===== src/design/rtcc_pkg.sv =====
// package: register map, field layout and timing of the calendar clock
//
// Behaviour
// - reset clears only bank select, seconds_a, irq enable and reset-register fields.
// - time, calendar and alarm values keep their contents across reset.
// - clock bank reads return live counter values.
// - alarm bank reads return current alarm, hour mode and leap phase.
// - clock bank holds BCD minutes, hours, weekday, date, month, year.
// - alarm bank holds alarm fields, hour mode bit 0, leap phase bits 1..0.
// - seconds exist only in clock bank; alarm bank seconds reads zero.
// - seconds read bit 7 zero, BCD 00 to 59 in bits 6..0.
// - reset register: 1 Hz enable, 16 Hz enable, clock reset, alarm reset.
// - one bank select bit steers shared addresses to clock or alarm bank.
// - every year with leap phase zero is a leap year, no century rule.
// - unused addresses read zero and ignore writes.
// - hour mode 1 counts 00..23, 0 counts 12-hour with PM in bit 5.
package rtcc_pkg;

    // register indices; byte address is four times the index
    localparam logic [3:0] IDX_SEC = 4'h0;
    localparam logic [3:0] IDX_MIN = 4'h1;
    localparam logic [3:0] IDX_HOUR = 4'h2;
    localparam logic [3:0] IDX_WDAY = 4'h4;
    localparam logic [3:0] IDX_DATE = 4'h5;
    localparam logic [3:0] IDX_MONTH = 4'h6;
    localparam logic [3:0] IDX_YEAR = 4'h7;
    localparam logic [3:0] IDX_BANK = 4'h8;
    localparam logic [3:0] IDX_RST = 4'hC;

    // bank control fields
    localparam int BIT_PAGE = 0;
    localparam int BIT_ALM_EN = 2;
    localparam int BIT_CLK_EN = 3;
    localparam int BIT_SECONDS_A = 4;
    localparam int BIT_INT_EN = 7;

    // reset control fields
    localparam int BIT_ALM_RST = 4;
    localparam int BIT_CNT_RST = 5;
    localparam int BIT_EN16 = 6;
    localparam int BIT_EN1 = 7;

    // values after reset
    localparam logic RST_PAGE = 1'b0;
    localparam logic RST_SECONDS_A = 1'b0;
    localparam logic RST_INT_EN = 1'b0;
    localparam logic RST_EN16 = 1'b0;
    localparam logic RST_EN1 = 1'b0;

    // BCD limits
    localparam logic [6:0] SEC_MAX = 7'h59;
    localparam logic [6:0] MIN_MAX = 7'h59;
    localparam logic [5:0] HOUR24_MAX = 6'h23;
    localparam logic [4:0] HOUR12_MAX = 5'h11;
    localparam logic [2:0] WDAY_MAX = 3'h6;
    localparam logic [4:0] MONTH_MAX = 5'h12;
    localparam logic [7:0] YEAR_MAX = 8'h99;
    localparam logic [6:0] SEC_HALF = 7'h30;

    // timing: one 16 Hz step, sixteen of them make a second
    localparam longint CLK_PERIOD_NS = 50;
    localparam longint HZ16_PERIOD_NS = 62_500_000;
    localparam int HZ16_CYCLES = int'(HZ16_PERIOD_NS / CLK_PERIOD_NS);
    localparam logic [3:0] SUB16_LAST = 4'hF;

    // register write request from the bus front end
    typedef struct packed {
        logic wr;
        logic [3:0] idx;
        logic [7:0] wdata;
    } rtcc_wr_t;

    typedef enum logic [1:0] {
        BUS_IDLE = 2'b00,
        BUS_WR = 2'b01,
        BUS_RD = 2'b10,
        BUS_RDY = 2'b11
    } rtcc_bus_st_t;

endpackage


===== src/design/rtcc_bcd_ctr.sv =====
// one BCD counter column of the calendar
`timescale 1ns/1ps
module rtcc_bcd_ctr #(
    parameter int W = 8
) (
    // clock
    input wire logic hclk,
    input wire logic clk_en,
    // control
    input wire logic load,
    input wire logic [W-1:0] load_val,
    input wire logic inc,
    input wire logic [W-1:0] min_val,
    input wire logic [W-1:0] max_val,
    // state
    output logic [W-1:0] val,
    output logic wrap
);
    logic [W-1:0] val_q;
    logic [7:0] v8;
    logic [7:0] inc8;

    assign v8 = 8'(val_q);
    assign inc8 = (v8[3:0] == 4'h9) ? {v8[7:4] + 4'h1, 4'h0} : v8 + 8'h01;
    assign wrap = inc & (val_q == max_val);
    assign val = val_q;

    // no reset on purpose: time survives a system reset
    always_ff @(posedge hclk) begin
        if (clk_en) begin
            if (load) begin
                val_q <= load_val;
            end else if (wrap) begin
                val_q <= min_val;
            end else if (inc) begin
                val_q <= inc8[W-1:0];
            end
        end
    end
endmodule


===== src/design/rtcc_ahb_slv.sv =====
// AHB-Lite slave front end for the calendar registers
`timescale 1ns/1ps
module rtcc_ahb_slv (
    // clock and reset
    input wire logic hclk,
    input wire logic hresetn,
    input wire logic clk_en,
    // AHB-Lite
    input wire logic hsel,
    input wire logic [31:0] haddr,
    input wire logic [1:0] htrans,
    input wire logic hwrite,
    input wire logic [2:0] hsize,
    input wire logic [31:0] hwdata,
    input wire logic hready,
    output logic hreadyout,
    output logic hresp,
    output logic [31:0] hrdata,
    // register side
    output rtcc_pkg::rtcc_wr_t wreq,
    output logic [3:0] rd_idx,
    input wire logic [7:0] rd_data
);
    rtcc_pkg::rtcc_bus_st_t st_q;
    logic [3:0] idx_q;
    logic [31:0] hrdata_q;
    logic accept;

    // only whole-word transfers exist, so size is not decoded
    assign accept = hsel & htrans[1] & hready;
    assign hreadyout = clk_en & (st_q != rtcc_pkg::BUS_RD);
    assign hresp = 1'b0;
    assign hrdata = hrdata_q;
    assign rd_idx = idx_q;
    assign wreq.wr = (st_q == rtcc_pkg::BUS_WR);
    assign wreq.idx = idx_q;
    assign wreq.wdata = hwdata[7:0];

    always_ff @(posedge hclk or negedge hresetn) begin
        if (!hresetn) begin
            st_q <= rtcc_pkg::BUS_IDLE;
            idx_q <= 4'h0;
        end else if (clk_en) begin
            case (st_q)
                rtcc_pkg::BUS_RD: begin
                    st_q <= rtcc_pkg::BUS_RDY;
                end
                rtcc_pkg::BUS_IDLE, rtcc_pkg::BUS_WR, rtcc_pkg::BUS_RDY: begin
                    if (accept) begin
                        st_q <= hwrite ? rtcc_pkg::BUS_WR : rtcc_pkg::BUS_RD;
                        idx_q <= haddr[5:2];
                    end else begin
                        st_q <= rtcc_pkg::BUS_IDLE;
                    end
                end
                default: begin
                    st_q <= rtcc_pkg::BUS_IDLE;
                end
            endcase
        end
    end

    // one wait state lets read data come from a flop
    always_ff @(posedge hclk or negedge hresetn) begin
        if (!hresetn) begin
            hrdata_q <= 32'h0000_0000;
        end else if (clk_en && st_q == rtcc_pkg::BUS_RD) begin
            hrdata_q <= {24'h00_0000, rd_data};
        end
    end
endmodule


===== src/design/rtcc_core.sv =====
// calendar clock top: counters, alarm, prescaler and register file
//
// Implementation choices: the AHB-Lite register port and the placing of the registers.
`timescale 1ns/1ps
module rtcc_core #(
    parameter int HZ16_DIV = rtcc_pkg::HZ16_CYCLES
) (
    // clock and reset
    input wire logic hclk,
    input wire logic hresetn,
    input wire logic clk_en,
    // AHB-Lite
    input wire logic hsel,
    input wire logic [31:0] haddr,
    input wire logic [1:0] htrans,
    input wire logic hwrite,
    input wire logic [2:0] hsize,
    input wire logic [31:0] hwdata,
    input wire logic hready,
    output logic hreadyout,
    output logic hresp,
    output logic [31:0] hrdata,
    // events
    output logic alarm_out,
    output logic alarm_irq,
    output logic hz1_out,
    output logic hz16_out
);
    rtcc_pkg::rtcc_wr_t wreq;
    logic [3:0] rd_idx;
    logic [7:0] rd_data;

    // control state
    logic page_q;
    logic seconds_a_q;
    logic int_en_q;
    logic clock_run_q;
    logic alarm_en_q;
    logic en1_q;
    logic en16_q;

    // prescaler
    logic [31:0] pre_q;
    logic [3:0] sub16_q;
    logic tick16;
    logic tick1;
    logic cnt_rst;

    // counters
    logic [6:0] sec_v;
    logic [6:0] min_v;
    logic [5:0] hour_q;
    logic [2:0] wday_v;
    logic [5:0] date_v;
    logic [4:0] month_v;
    logic [7:0] year_v;
    logic [1:0] leap_q;
    logic hour_mode_q;
    logic sec_wrap;
    logic min_wrap;
    logic date_wrap;
    logic month_wrap;
    logic sec_inc;
    logic min_inc;
    logic hour_inc;
    logic day_carry;
    logic adj_go;
    logic adj_carry;
    logic [5:0] dim;
    logic [5:0] hour_nxt;

    // alarm fields
    logic [6:0] alm_min_q;
    logic [5:0] alm_hour_q;
    logic [2:0] alm_wday_q;
    logic [5:0] alm_date_q;
    logic alarm_q;
    logic irq_q;
    logic hz1_q;
    logic hz16_q;

    logic wr_clk;
    logic wr_alm;

    rtcc_ahb_slv u_bus (
        .hclk(hclk),
        .hresetn(hresetn),
        .clk_en(clk_en),
        .hsel(hsel),
        .haddr(haddr),
        .htrans(htrans),
        .hwrite(hwrite),
        .hsize(hsize),
        .hwdata(hwdata),
        .hready(hready),
        .hreadyout(hreadyout),
        .hresp(hresp),
        .hrdata(hrdata),
        .wreq(wreq),
        .rd_idx(rd_idx),
        .rd_data(rd_data)
    );

    assign wr_clk = wreq.wr & ~page_q;
    assign wr_alm = wreq.wr & page_q;

    always_ff @(posedge hclk or negedge hresetn) begin
        if (!hresetn) begin
            page_q <= rtcc_pkg::RST_PAGE;
            seconds_a_q <= rtcc_pkg::RST_SECONDS_A;
            int_en_q <= rtcc_pkg::RST_INT_EN;
        end else if (clk_en) begin
            if (wreq.wr && wreq.idx == rtcc_pkg::IDX_BANK) begin
                page_q <= wreq.wdata[rtcc_pkg::BIT_PAGE];
                seconds_a_q <= wreq.wdata[rtcc_pkg::BIT_SECONDS_A];
                int_en_q <= wreq.wdata[rtcc_pkg::BIT_INT_EN];
            end else if (adj_go) begin
                seconds_a_q <= 1'b0;
            end
        end
    end

    // run and alarm enables keep state across reset
    always_ff @(posedge hclk) begin
        if (clk_en && wreq.wr && wreq.idx == rtcc_pkg::IDX_BANK) begin
            clock_run_q <= wreq.wdata[rtcc_pkg::BIT_CLK_EN];
            alarm_en_q <= wreq.wdata[rtcc_pkg::BIT_ALM_EN];
        end
    end

    // reset register enables, clock and alarm reset
    always_ff @(posedge hclk or negedge hresetn) begin
        if (!hresetn) begin
            en1_q <= rtcc_pkg::RST_EN1;
            en16_q <= rtcc_pkg::RST_EN16;
        end else if (clk_en && wreq.wr && wreq.idx == rtcc_pkg::IDX_RST) begin
            en1_q <= wreq.wdata[rtcc_pkg::BIT_EN1];
            en16_q <= wreq.wdata[rtcc_pkg::BIT_EN16];
        end
    end

    assign cnt_rst = wreq.wr & (wreq.idx == rtcc_pkg::IDX_RST)
        & wreq.wdata[rtcc_pkg::BIT_CNT_RST];

    // prescaler; clock reset restarts the second
    assign tick16 = (pre_q == 32'(HZ16_DIV - 1));
    assign tick1 = tick16 & (sub16_q == rtcc_pkg::SUB16_LAST);

    always_ff @(posedge hclk or negedge hresetn) begin
        if (!hresetn) begin
            pre_q <= 32'h0000_0000;
            sub16_q <= 4'h0;
        end else if (clk_en) begin
            if (cnt_rst) begin
                pre_q <= 32'h0000_0000;
                sub16_q <= 4'h0;
            end else if (tick16) begin
                pre_q <= 32'h0000_0000;
                sub16_q <= sub16_q + 4'h1;
            end else begin
                pre_q <= pre_q + 32'h0000_0001;
            end
        end
    end

    // seconds seconds_a: round to the nearest minute
    assign adj_go = seconds_a_q;
    assign adj_carry = adj_go & (sec_v >= rtcc_pkg::SEC_HALF);
    assign sec_inc = tick1 & clock_run_q & ~adj_go;

    rtcc_bcd_ctr #(.W(7)) u_sec (
        .hclk(hclk),
        .clk_en(clk_en),
        .load((wr_clk && wreq.idx == rtcc_pkg::IDX_SEC) || adj_go),
        .load_val(adj_go ? 7'h00 : wreq.wdata[6:0]),
        .inc(sec_inc),
        .min_val(7'h00),
        .max_val(rtcc_pkg::SEC_MAX),
        .val(sec_v),
        .wrap(sec_wrap)
    );

    assign min_inc = sec_wrap | adj_carry;

    rtcc_bcd_ctr #(.W(7)) u_min (
        .hclk(hclk),
        .clk_en(clk_en),
        .load(wr_clk && wreq.idx == rtcc_pkg::IDX_MIN),
        .load_val(wreq.wdata[6:0]),
        .inc(min_inc),
        .min_val(7'h00),
        .max_val(rtcc_pkg::MIN_MAX),
        .val(min_v),
        .wrap(min_wrap)
    );

    assign hour_inc = min_wrap;
    assign day_carry = hour_inc & (hour_mode_q ?
        (hour_q == rtcc_pkg::HOUR24_MAX) :
        (hour_q == {1'b1, rtcc_pkg::HOUR12_MAX}));

    always_comb begin
        if (hour_mode_q) begin
            if (hour_q == rtcc_pkg::HOUR24_MAX) begin
                hour_nxt = 6'h00;
            end else if (hour_q[3:0] == 4'h9) begin
                hour_nxt = {hour_q[5:4] + 2'h1, 4'h0};
            end else begin
                hour_nxt = hour_q + 6'h01;
            end
        end else begin
            if (hour_q[4:0] == rtcc_pkg::HOUR12_MAX) begin
                hour_nxt = {~hour_q[5], 5'h00};
            end else if (hour_q[3:0] == 4'h9) begin
                hour_nxt = {hour_q[5], 5'h10};
            end else begin
                hour_nxt = {hour_q[5], hour_q[4:0] + 5'h01};
            end
        end
    end

    always_ff @(posedge hclk) begin
        if (clk_en) begin
            if (wr_clk && wreq.idx == rtcc_pkg::IDX_HOUR) begin
                hour_q <= wreq.wdata[5:0];
            end else if (hour_inc) begin
                hour_q <= hour_nxt;
            end
        end
    end

    rtcc_bcd_ctr #(.W(3)) u_wday (
        .hclk(hclk),
        .clk_en(clk_en),
        .load(wr_clk && wreq.idx == rtcc_pkg::IDX_WDAY),
        .load_val(wreq.wdata[2:0]),
        .inc(day_carry),
        .min_val(3'h0),
        .max_val(rtcc_pkg::WDAY_MAX),
        .val(wday_v),
        .wrap()
    );

    // february length from leap phase only
    always_comb begin
        case (month_v)
            5'h02: dim = (leap_q == 2'h0) ? 6'h29 : 6'h28;
            5'h04, 5'h06, 5'h09, 5'h11: dim = 6'h30;
            default: dim = 6'h31;
        endcase
    end

    rtcc_bcd_ctr #(.W(6)) u_date (
        .hclk(hclk),
        .clk_en(clk_en),
        .load(wr_clk && wreq.idx == rtcc_pkg::IDX_DATE),
        .load_val(wreq.wdata[5:0]),
        .inc(day_carry),
        .min_val(6'h01),
        .max_val(dim),
        .val(date_v),
        .wrap(date_wrap)
    );

    rtcc_bcd_ctr #(.W(5)) u_month (
        .hclk(hclk),
        .clk_en(clk_en),
        .load(wr_clk && wreq.idx == rtcc_pkg::IDX_MONTH),
        .load_val(wreq.wdata[4:0]),
        .inc(date_wrap),
        .min_val(5'h01),
        .max_val(rtcc_pkg::MONTH_MAX),
        .val(month_v),
        .wrap(month_wrap)
    );

    rtcc_bcd_ctr #(.W(8)) u_year (
        .hclk(hclk),
        .clk_en(clk_en),
        .load(wr_clk && wreq.idx == rtcc_pkg::IDX_YEAR),
        .load_val(wreq.wdata),
        .inc(month_wrap),
        .min_val(8'h00),
        .max_val(rtcc_pkg::YEAR_MAX),
        .val(year_v),
        .wrap()
    );

    // alarm bank fields and hour mode
    always_ff @(posedge hclk) begin
        if (clk_en && wr_alm) begin
            case (wreq.idx)
                rtcc_pkg::IDX_MIN: alm_min_q <= wreq.wdata[6:0];
                rtcc_pkg::IDX_HOUR: alm_hour_q <= wreq.wdata[5:0];
                rtcc_pkg::IDX_WDAY: alm_wday_q <= wreq.wdata[2:0];
                rtcc_pkg::IDX_DATE: alm_date_q <= wreq.wdata[5:0];
                rtcc_pkg::IDX_MONTH: hour_mode_q <= wreq.wdata[0];
                default: begin
                end
            endcase
        end
    end

    // leap phase steps at each new year
    always_ff @(posedge hclk) begin
        if (clk_en) begin
            if (wr_alm && wreq.idx == rtcc_pkg::IDX_YEAR) begin
                leap_q <= wreq.wdata[1:0];
            end else if (month_wrap) begin
                leap_q <= leap_q + 2'h1;
            end
        end
    end

    always_ff @(posedge hclk or negedge hresetn) begin
        if (!hresetn) begin
            alarm_q <= 1'b0;
            irq_q <= 1'b0;
        end else if (clk_en) begin
            if (wreq.wr && wreq.idx == rtcc_pkg::IDX_RST
                && wreq.wdata[rtcc_pkg::BIT_ALM_RST]) begin
                alarm_q <= 1'b0;
                irq_q <= 1'b0;
            end else begin
                alarm_q <= alarm_en_q && min_v == alm_min_q
                    && hour_q == alm_hour_q && wday_v == alm_wday_q
                    && date_v == alm_date_q;
                irq_q <= int_en_q && alarm_en_q && min_v == alm_min_q
                    && hour_q == alm_hour_q && wday_v == alm_wday_q
                    && date_v == alm_date_q;
            end
        end
    end

    // gated 1 Hz and 16 Hz pulses
    always_ff @(posedge hclk or negedge hresetn) begin
        if (!hresetn) begin
            hz1_q <= 1'b0;
            hz16_q <= 1'b0;
        end else if (clk_en) begin
            hz1_q <= tick1 & en1_q;
            hz16_q <= tick16 & en16_q;
        end
    end

    assign alarm_out = alarm_q;
    assign alarm_irq = irq_q;
    assign hz1_out = hz1_q;
    assign hz16_out = hz16_q;

    always_comb begin
        rd_data = 8'h00;
        case (rd_idx)
            rtcc_pkg::IDX_SEC: rd_data = page_q ? 8'h00 : {1'b0, sec_v};
            rtcc_pkg::IDX_MIN:
                rd_data = {1'b0, page_q ? alm_min_q : min_v};
            rtcc_pkg::IDX_HOUR:
                rd_data = {2'b00, page_q ? alm_hour_q : hour_q};
            rtcc_pkg::IDX_WDAY:
                rd_data = {5'h00, page_q ? alm_wday_q : wday_v};
            rtcc_pkg::IDX_DATE:
                rd_data = {2'b00, page_q ? alm_date_q : date_v};
            rtcc_pkg::IDX_MONTH:
                rd_data = page_q ? {7'h00, hour_mode_q} : {3'h0, month_v};
            rtcc_pkg::IDX_YEAR:
                rd_data = page_q ? {6'h00, leap_q} : year_v;
            rtcc_pkg::IDX_BANK:
                rd_data = {int_en_q, 2'b00, seconds_a_q, clock_run_q,
                    alarm_en_q, 1'b0, page_q};
            rtcc_pkg::IDX_RST: rd_data = {en1_q, en16_q, 6'h00};
            default: rd_data = 8'h00;
        endcase
    end
endmodule


===== config.mk =====
export PLATFORM = sky130hd
export DESIGN_NAME = rtcc_core
export DESIGN_NICKNAME = d
export VERILOG_FILES = /design/src/design/rtcc_pkg.sv /design/src/design/rtcc_bcd_ctr.sv /design/src/design/rtcc_ahb_slv.sv /design/src/design/rtcc_core.sv
export SDC_FILE = /design/constraint.sdc
export NUM_CORES = 1
export LEC_CHECK = 0
export BUFFER_PORTS_ARGS = -buffer_cell sky130_fd_sc_hd__buf_2
export CAP_MARGIN = 30
export CORE_MARGIN = 3
export CORE_UTILIZATION = 60
export CTS_BUF_LIST = sky130_fd_sc_hd__clkbuf_4 sky130_fd_sc_hd__clkbuf_8 sky130_fd_sc_hd__clkbuf_16
export CTS_CLUSTER_DIAMETER = 80
export DETAILED_ROUTE_END_ITERATION = 10
export HOLD_SLACK_MARGIN = 0.03
export PLACE_DENSITY = 0.83
export RECOVER_POWER = 25
export SYNTH_ARGS = -nofsm -noshare
export SYNTH_HDL_FRONTEND = slang
export SYNTH_SLANG_ARGS = --single-unit

===== constraint.sdc =====
create_clock -name hclk -period 6.1 [get_ports hclk]
set_clock_uncertainty 0.2 [all_clocks]
set_input_delay 0.915 -clock hclk [delete_from_list [all_inputs] [get_ports hclk]]
set_output_delay 0.915 -clock hclk [all_outputs]
set_load 0.02 [all_outputs]

[Word level (Yosys, flattened, before mapping)]
Cells that the tools add are included.
Storage, ports and cells
  flip-flop bits (word level): 128
  bits of input ports: 75
  logic and storage cells: 222
Operators by class
  equality and inequality tests: 38
  muxes and demuxes: 54
  $lt $le $gt $ge: 1
  bitwise logic cells: 24
  $add $sub $neg: 17
  reduce and logical (&&, ||, !) cells: 58
Operators by type and width (count)
  7-bit 2-to-1 mux: 11
  6-bit 2-to-1 mux: 12
  8-bit case mux with 9 select lines: 1
  32-bit 2-to-1 mux: 2
  8-bit 2-to-1 mux: 5
  4-bit == test (second input constant): 9
  32-bit by 1-bit adder with 32-bit output (second input constant): 1
  32-bit by 21-bit == test with 1-bit output (second input constant): 1
  5-bit 2-to-1 mux: 6
  2-bit AND reduction: 15
  1-bit logical AND: 25
  3-bit nonzero test: 7
  1-bit AND: 20
  6-bit == test: 3
  4-bit by 3-bit == test with 1-bit output (second input constant): 4
  5-bit == test (second input constant): 3
  7-bit by 1-bit adder with 7-bit output (second input constant): 2
  7-bit == test (second input constant): 2
  6-bit by 1-bit adder with 6-bit output (second input constant): 2
  6-bit == test (second input constant): 2
  3-bit 2-to-1 mux: 4
  5-bit by 1-bit adder with 5-bit output (second input constant): 2
  5-bit by 3-bit == test with 1-bit output (second input constant): 2
  5-bit case mux with 2 select lines: 1
  30 further kinds: 50

[Longest topological paths before layout]
  depth in word-level cells: 13
  gate-level depth with buffers: 10

[Modules after synthesis]
From an unflattened synthesis, not the netlist that was laid out.
Unflattened totals
  cell total of the unflattened synthesis: 935
  area total of the unflattened synthesis: 9245.1 µm²
Modules (own cells, without submodules)
  rtcc_core: area each 4819.6 µm², times used 1, sequential area each 2117.0 µm², cells an instance 509
  rtcc_bcd_ctr at u_min ...: area each 703.2 µm², times used 2, sequential area each 210.2 µm², cells an instance 71
  rtcc_ahb_slv: area each 863.3 µm², times used 1, sequential area each 350.3 µm², cells an instance 75
  rtcc_bcd_ctr at u_year: area each 729.4 µm², times used 1, sequential area each 240.2 µm², cells an instance 72
  rtcc_bcd_ctr at u_date: area each 580.6 µm², times used 1, sequential area each 180.2 µm², cells an instance 57
  rtcc_bcd_ctr at u_month: area each 541.8 µm², times used 1, sequential area each 150.1 µm², cells an instance 52
  rtcc_bcd_ctr at u_wday: area each 304.0 µm², times used 1, sequential area each 90.1 µm², cells an instance 28

[Least setup slack after synthesis]
OpenSTA, ideal clock, no wires.
  path type: register to register
  start point: register u_sec.val_q[1], in the netlist u_sec.val[1]
  end point: register u_year.val_q[0], in the netlist u_year.val[0] (enable)
  data arrival time: 2.568 ns
  slack: 2.957 ns
  library setup time: 0.375 ns
  cell stages (with the launch flop): 9
  buffers on the path: 0
  path through: edfxtp_1 inv_1 ha_1 nand3b_4 or4_4 nor4_4 o211ai_2 or3_1 a21oi_1
Between the ends
  word-level cells in the longest chain between the ends: 10
  elaborated cells between the ends (all ways): 12
  those cells by class: 1 x order compare; 1 x eq/ne; 8 x bitwise; 2 x reduce/logical
Ends and longest elaborated chain
  from (decl): RTL line rtcc_bcd_ctr.sv:19  | logic [W-1:0] val_q;
  from (signal assigned): RTL line rtcc_bcd_ctr.sv:32  | val_q <= load_val;
  from (signal assigned): RTL line rtcc_bcd_ctr.sv:34  | val_q <= min_val;
  from (signal assigned): RTL line rtcc_bcd_ctr.sv:36  | val_q <= inc8[W-1:0];
  7-bit by 6-bit greater-or-equal comparator with 1-bit output / 7-bit == test (equally long branches): RTL line rtcc_core.sv:168, rtcc_bcd_ctr.sv:25
  1-bit AND (on tied branches): RTL line rtcc_core.sv:168, rtcc_bcd_ctr.sv:25
  1-bit OR (*): RTL line rtcc_core.sv:183  | assign min_inc = sec_wrap | adj_carry;
  1-bit AND (*): RTL line rtcc_bcd_ctr.sv:25  | assign wrap = inc & (val_q == max_val);
  1-bit AND (*): RTL line rtcc_core.sv:198  | assign day_carry = hour_inc & (hour_mode_q ?
  1-bit AND (*) (2 in a row): RTL line rtcc_bcd_ctr.sv:25
  1-bit AND: RTL line rtcc_bcd_ctr.sv:25
  3-bit nonzero test (no line) (*)
  2-bit AND reduction (no line) (*)
  to (signal assigned): RTL line rtcc_bcd_ctr.sv:32
  to (signal assigned): RTL line rtcc_bcd_ctr.sv:34
  to (signal assigned): RTL line rtcc_bcd_ctr.sv:36
  to (decl): RTL line rtcc_bcd_ctr.sv:19
Mark *: on every way between the ends. The rest lies on a longest branch, timed or not.
A chain may end at the register's enable or synchronous reset.

[Worst setup path in the final report]
  start point: input clk_en
  end point: output hreadyout
Between the ends
  word-level cells in the longest chain between the ends: 1
Ends and longest elaborated chain
  from (decl): RTL line rtcc_core.sv:11  | input wire logic clk_en,
  1-bit AND: RTL line rtcc_ahb_slv.sv:31  | assign hreadyout = clk_en & (st_q != rtcc_pkg::BUS_RD);
  to (decl): RTL line rtcc_core.sv:20  | output logic hreadyout,
Every way passes these cells.

==> qor.csv <==
stage;metric;value;unit
cells_and_area;area growth from synthesis to layout;8.97;%
clock_tree;Clock Pin Slew Worst Setup and Hold Paths;0.05;ns
logic_synthesis;Seq cells post-synth;128;
grt;remaining global-route overflow;0;
sta;relative slew slack;-115;%
clock_tree;CTS tree;built;
pwr;total power;2.57;mW
pwr;Leakage Power;3.38;nW
sta;unrepaired setup endpoints after global routing;no;
logic_synthesis;EDFF count, synth;69;
clock_tree;Num CTS Buffers;17;
clock_tree;Post-CTS Setup Repair Bufs;0;
route;number of DRC markers in iteration 0;838;
route;Avg WL per Cell;19.6;um
critical_path;Crit Path Max Fanout;23;
logic_synthesis;area of the mapped netlist;8060;um^2
route;Vias;6887;
grt;initial antenna violation count;0;
critical_path;Critical Path AT;2.98;ns
floorplan;area of the die;14900;um^2
floorplan;Die Y;122;um
logic_synthesis;Synth Flop Type;edfxtp_1;
logic_synthesis;Synth Area per Inst;9.42;um^2
clock_tree;cells resized by post-CTS repair;0;
critical_path;Worst Setup Start Kind;input pin;
sta;# setup viols final;0;
clock_tree;clk root buf;clkbuf_16;
logic_synthesis;Async S/R FF share, synth;46.1;%
clock_tree;CTS H-Tree Depth;4;
cells_and_area;Fillers;942;
route;WL final;20500;um
cells_and_area;commonest non-fill, non-tap cell in the layout;nand2_1;
min_path;Tightest Hold Check Type;flop to flop;
clock_tree;hold-fix buffers at CTS;0;
sta;max-slew violation count;60;
clock_tree;clock network latency to the later pin of the worst-skew pair;0.42;ns
run_status;status;complete, but fails checks;
sta;Least-Margin Pin Slew;3.22;ns
sta;Fin Setup TNS;0;ns
cells_and_area;Final nets;965;
logic_synthesis;YS warnings;0;
sta;endpoints failing hold;0;
critical_path;worst path required time;4.98;ns
sta;FMAX;0.244;GHz
sta;fin crit period;4.10;ns
sta;Setup WS post-layout;2.00;ns
placement;post-DP HPWL;14100;um
cells_and_area;non-filler instance count after layout;1050;
critical_path;CP Capture Type;primary output;
clock_tree;clock buffer depth;2;
route;post-route ant nets;0;
floorplan;core box area;12900;um^2
logic_synthesis;Netlist cell types;62;
pwr;Max VDD drop;0.227;mV
cells_and_area;area of the multi-input gates;4110;um^2
cells_and_area;register area;3550;um^2
placement;IO buf count;31;
placement;Cells after DPL;1018;
run_status;failing checks;max-capacitance violations, max-slew violations;
route;drt drc;0;
placement;dpl ws;2.26;ns
floorplan;# rows;41;
placement;global placer's final weighted congestion;0.960;
cells_and_area;layout cells sized above 1;9.45;%
sta;fin crit share;67.2;%
cells_and_area;commonest cells after routing, fill and taps aside;nand2_1 (87), edfxtp_1 (69), nor2_1 (68), dfrtp_1 (59), o21ai_0 (54);
grt;largest net degree at the start of global routing;60;
cells_and_area;antenna fix cells;0;
grt;total track usage;28.8;%
flow_run;Max-Cap Viols;1;
grt;first-pass GRT wire length;33300;um
floorplan;# IOs;113;
pwr;PwrDens;292;nW/um^2
route;vias per inst;6.56;
logic_synthesis;sequential share of the synthesized area;44.0;%
floorplan;starting density of the core;62.6;%
clock_tree;Sink Count;128;
critical_path;critical path class;input pin to primary output;
route;First-pass DRT Iterations;6;
logic_synthesis;post-synthesis cell count;856;
floorplan;die width;122;um
grt;number of global-route vias before repair;6400;
==> report_power, final <==
part / total, mW / leakage, nW / internal [mW] / switching (mW)
clock network: 1.05 / 0.316 / 0.678 / 0.374
registers: 1.07 / 1.40 / 0.982 / 0.0861
logic: 0.447 / 1.66 / 0.162 / 0.285
total: 2.57 / 3.38 / 1.82 / 0.745
==> layer usage <==
| layer | track usage (%) | share of wire (%) | vias to the layer above |
|---|---|---|---|
| met2 | 42.9 | 45 | 468 |
| met4 | 12.2 | 3.6 | 0 |
| met1 | 41.0 | 40 | 3256 |
| li1 | - | - | 3072 |
| met3 | 6.59 | 12 | 91 |
| met5 | 0 | 0 | - |
==> Yosys cell counts (4+ instances only) <==
| master | instances | share of area, % |
|---|---|---|
| nor4_1 | 11 | 0.85 |
| nor4bb_1 | 4 | 0.50 |
| o21ai_0 | 54 | 3.4 |
| buf_2 | 8 | 0.50 |
| clkbuf_1 | 35 | 1.6 |
| xor2_1 | 22 | 2.4 |
| edfxtp_1 | 69 | 26 |
| mux2_2 | 13 | 1.8 |
| o31ai_1 | 15 | 1.4 |
| xnor2_1 | 41 | 4.5 |
| nor2_1 | 68 | 3.2 |
| nor4b_1 | 5 | 0.54 |
| or3_1 | 8 | 0.62 |
| a22oi_1 | 13 | 1.2 |
| inv_1 | 30 | 1.4 |
| nor2b_1 | 15 | 1.2 |
| nand4_1 | 25 | 1.9 |
| dfrtp_1 | 59 | 18 |
| a22o_1 | 12 | 1.3 |
| ha_1 | 25 | 3.9 |
| buf_4 | 25 | 2.3 |
| o22ai_1 | 6 | 0.47 |
| mux2i_1 | 15 | 1.9 |
| o211ai_1 | 5 | 0.47 |
| nor3_1 | 22 | 1.4 |
| nand2_1 | 87 | 4.1 |
| a21oi_1 | 42 | 2.6 |
| and2_1 | 10 | 0.78 |
| and4_1 | 4 | 0.43 |
| nand3_1 | 36 | 2.2 |
| nand2b_1 | 12 | 0.93 |
| a222oi_1 | 4 | 0.50 |
| and3_1 | 12 | 0.93 |
==> sequential cells by signal (all words and copies together), names as in the netlist, 5 cells and up <==
| name | flops |
|---|---|
| u_sec.val | 7 |
| alm_date_q | 6 |
| pre_q | 32 |
| hour_q | 6 |
| u_bus.hrdata | 8 |
| u_min.val | 7 |
| alm_min_q | 7 |
| u_date.val | 6 |
| u_month.val | 5 |
| u_year.val | 8 |
| alm_hour_q | 6 |
==> final cells by class <==
type                    instances  area share [%]
repair buffers                 37            2.12
clock buffers                  22            5.87
inverters                      30            1.28
multi-input cells             651            46.7
well taps                     172            2.45
clock inverters                10            1.15
flip-flops and latches        128            40.4
==> per-stage QoR <==
step / utilization (%) / hold slack, ns / instance area (um^2)
floorplan: - / 0.278 / 8150
CTS: 68.3 / 0.288 / 8800
global route: 68.2 / 0.319 / 8780
detailed placement: 63.5 / 0.271 / 8180
finish: 68.2 / 0.291 / 8780
global placement: 63.5 / 0.263 / 8180
==> path summary, 6_finish.rpt <==
| kind | from | end | slack [ns] | cells past startpoint |
|---|---|---|---|---|
| max in group asynchronous | hresetn | pre_q[21] | 2.42 | 2 |
| min | alarm_irq | alarm_irq | 0.29 | 1 |
| min in group asynchronous | hresetn | pre_q[7] | 1.47 | 2 |
| max | clk_en | hreadyout | 2.00 | 4 |
| max reg2reg | pre_q[0] | u_year.val[1] | 2.14 | 7 |
| min reg2reg | alarm_irq | alarm_irq | 0.29 | 1 |
==> worst max-delay path: stages <==
cell      delay, ns
clkbuf_1       0.79
inv_1          0.76
nor2_1         0.29
buf_2          0.21
==> cells by family (layout without fill, tap and decap cells) <==
| kind of cell | after synthesis | count (layout) | share of synthesized area [%] |
|---|---|---|---|
| other | 1 | 25 | 0.0465 |
| flip-flops | 128 | 128 | 44.0 |
| AO/OA/AOI/OAI | 175 | 175 | 14.0 |
| buffers and inverters | 101 | 99 | 6.18 |
| multiplexers | 28 | 28 | 3.68 |
| AND/OR/NAND/NOR | 335 | 335 | 21.4 |
| XOR/XNOR | 63 | 63 | 6.84 |
| adder cells (fa/ha/maj) | 25 | 25 | 3.88 |
Power figures use the tool's default switching activity.
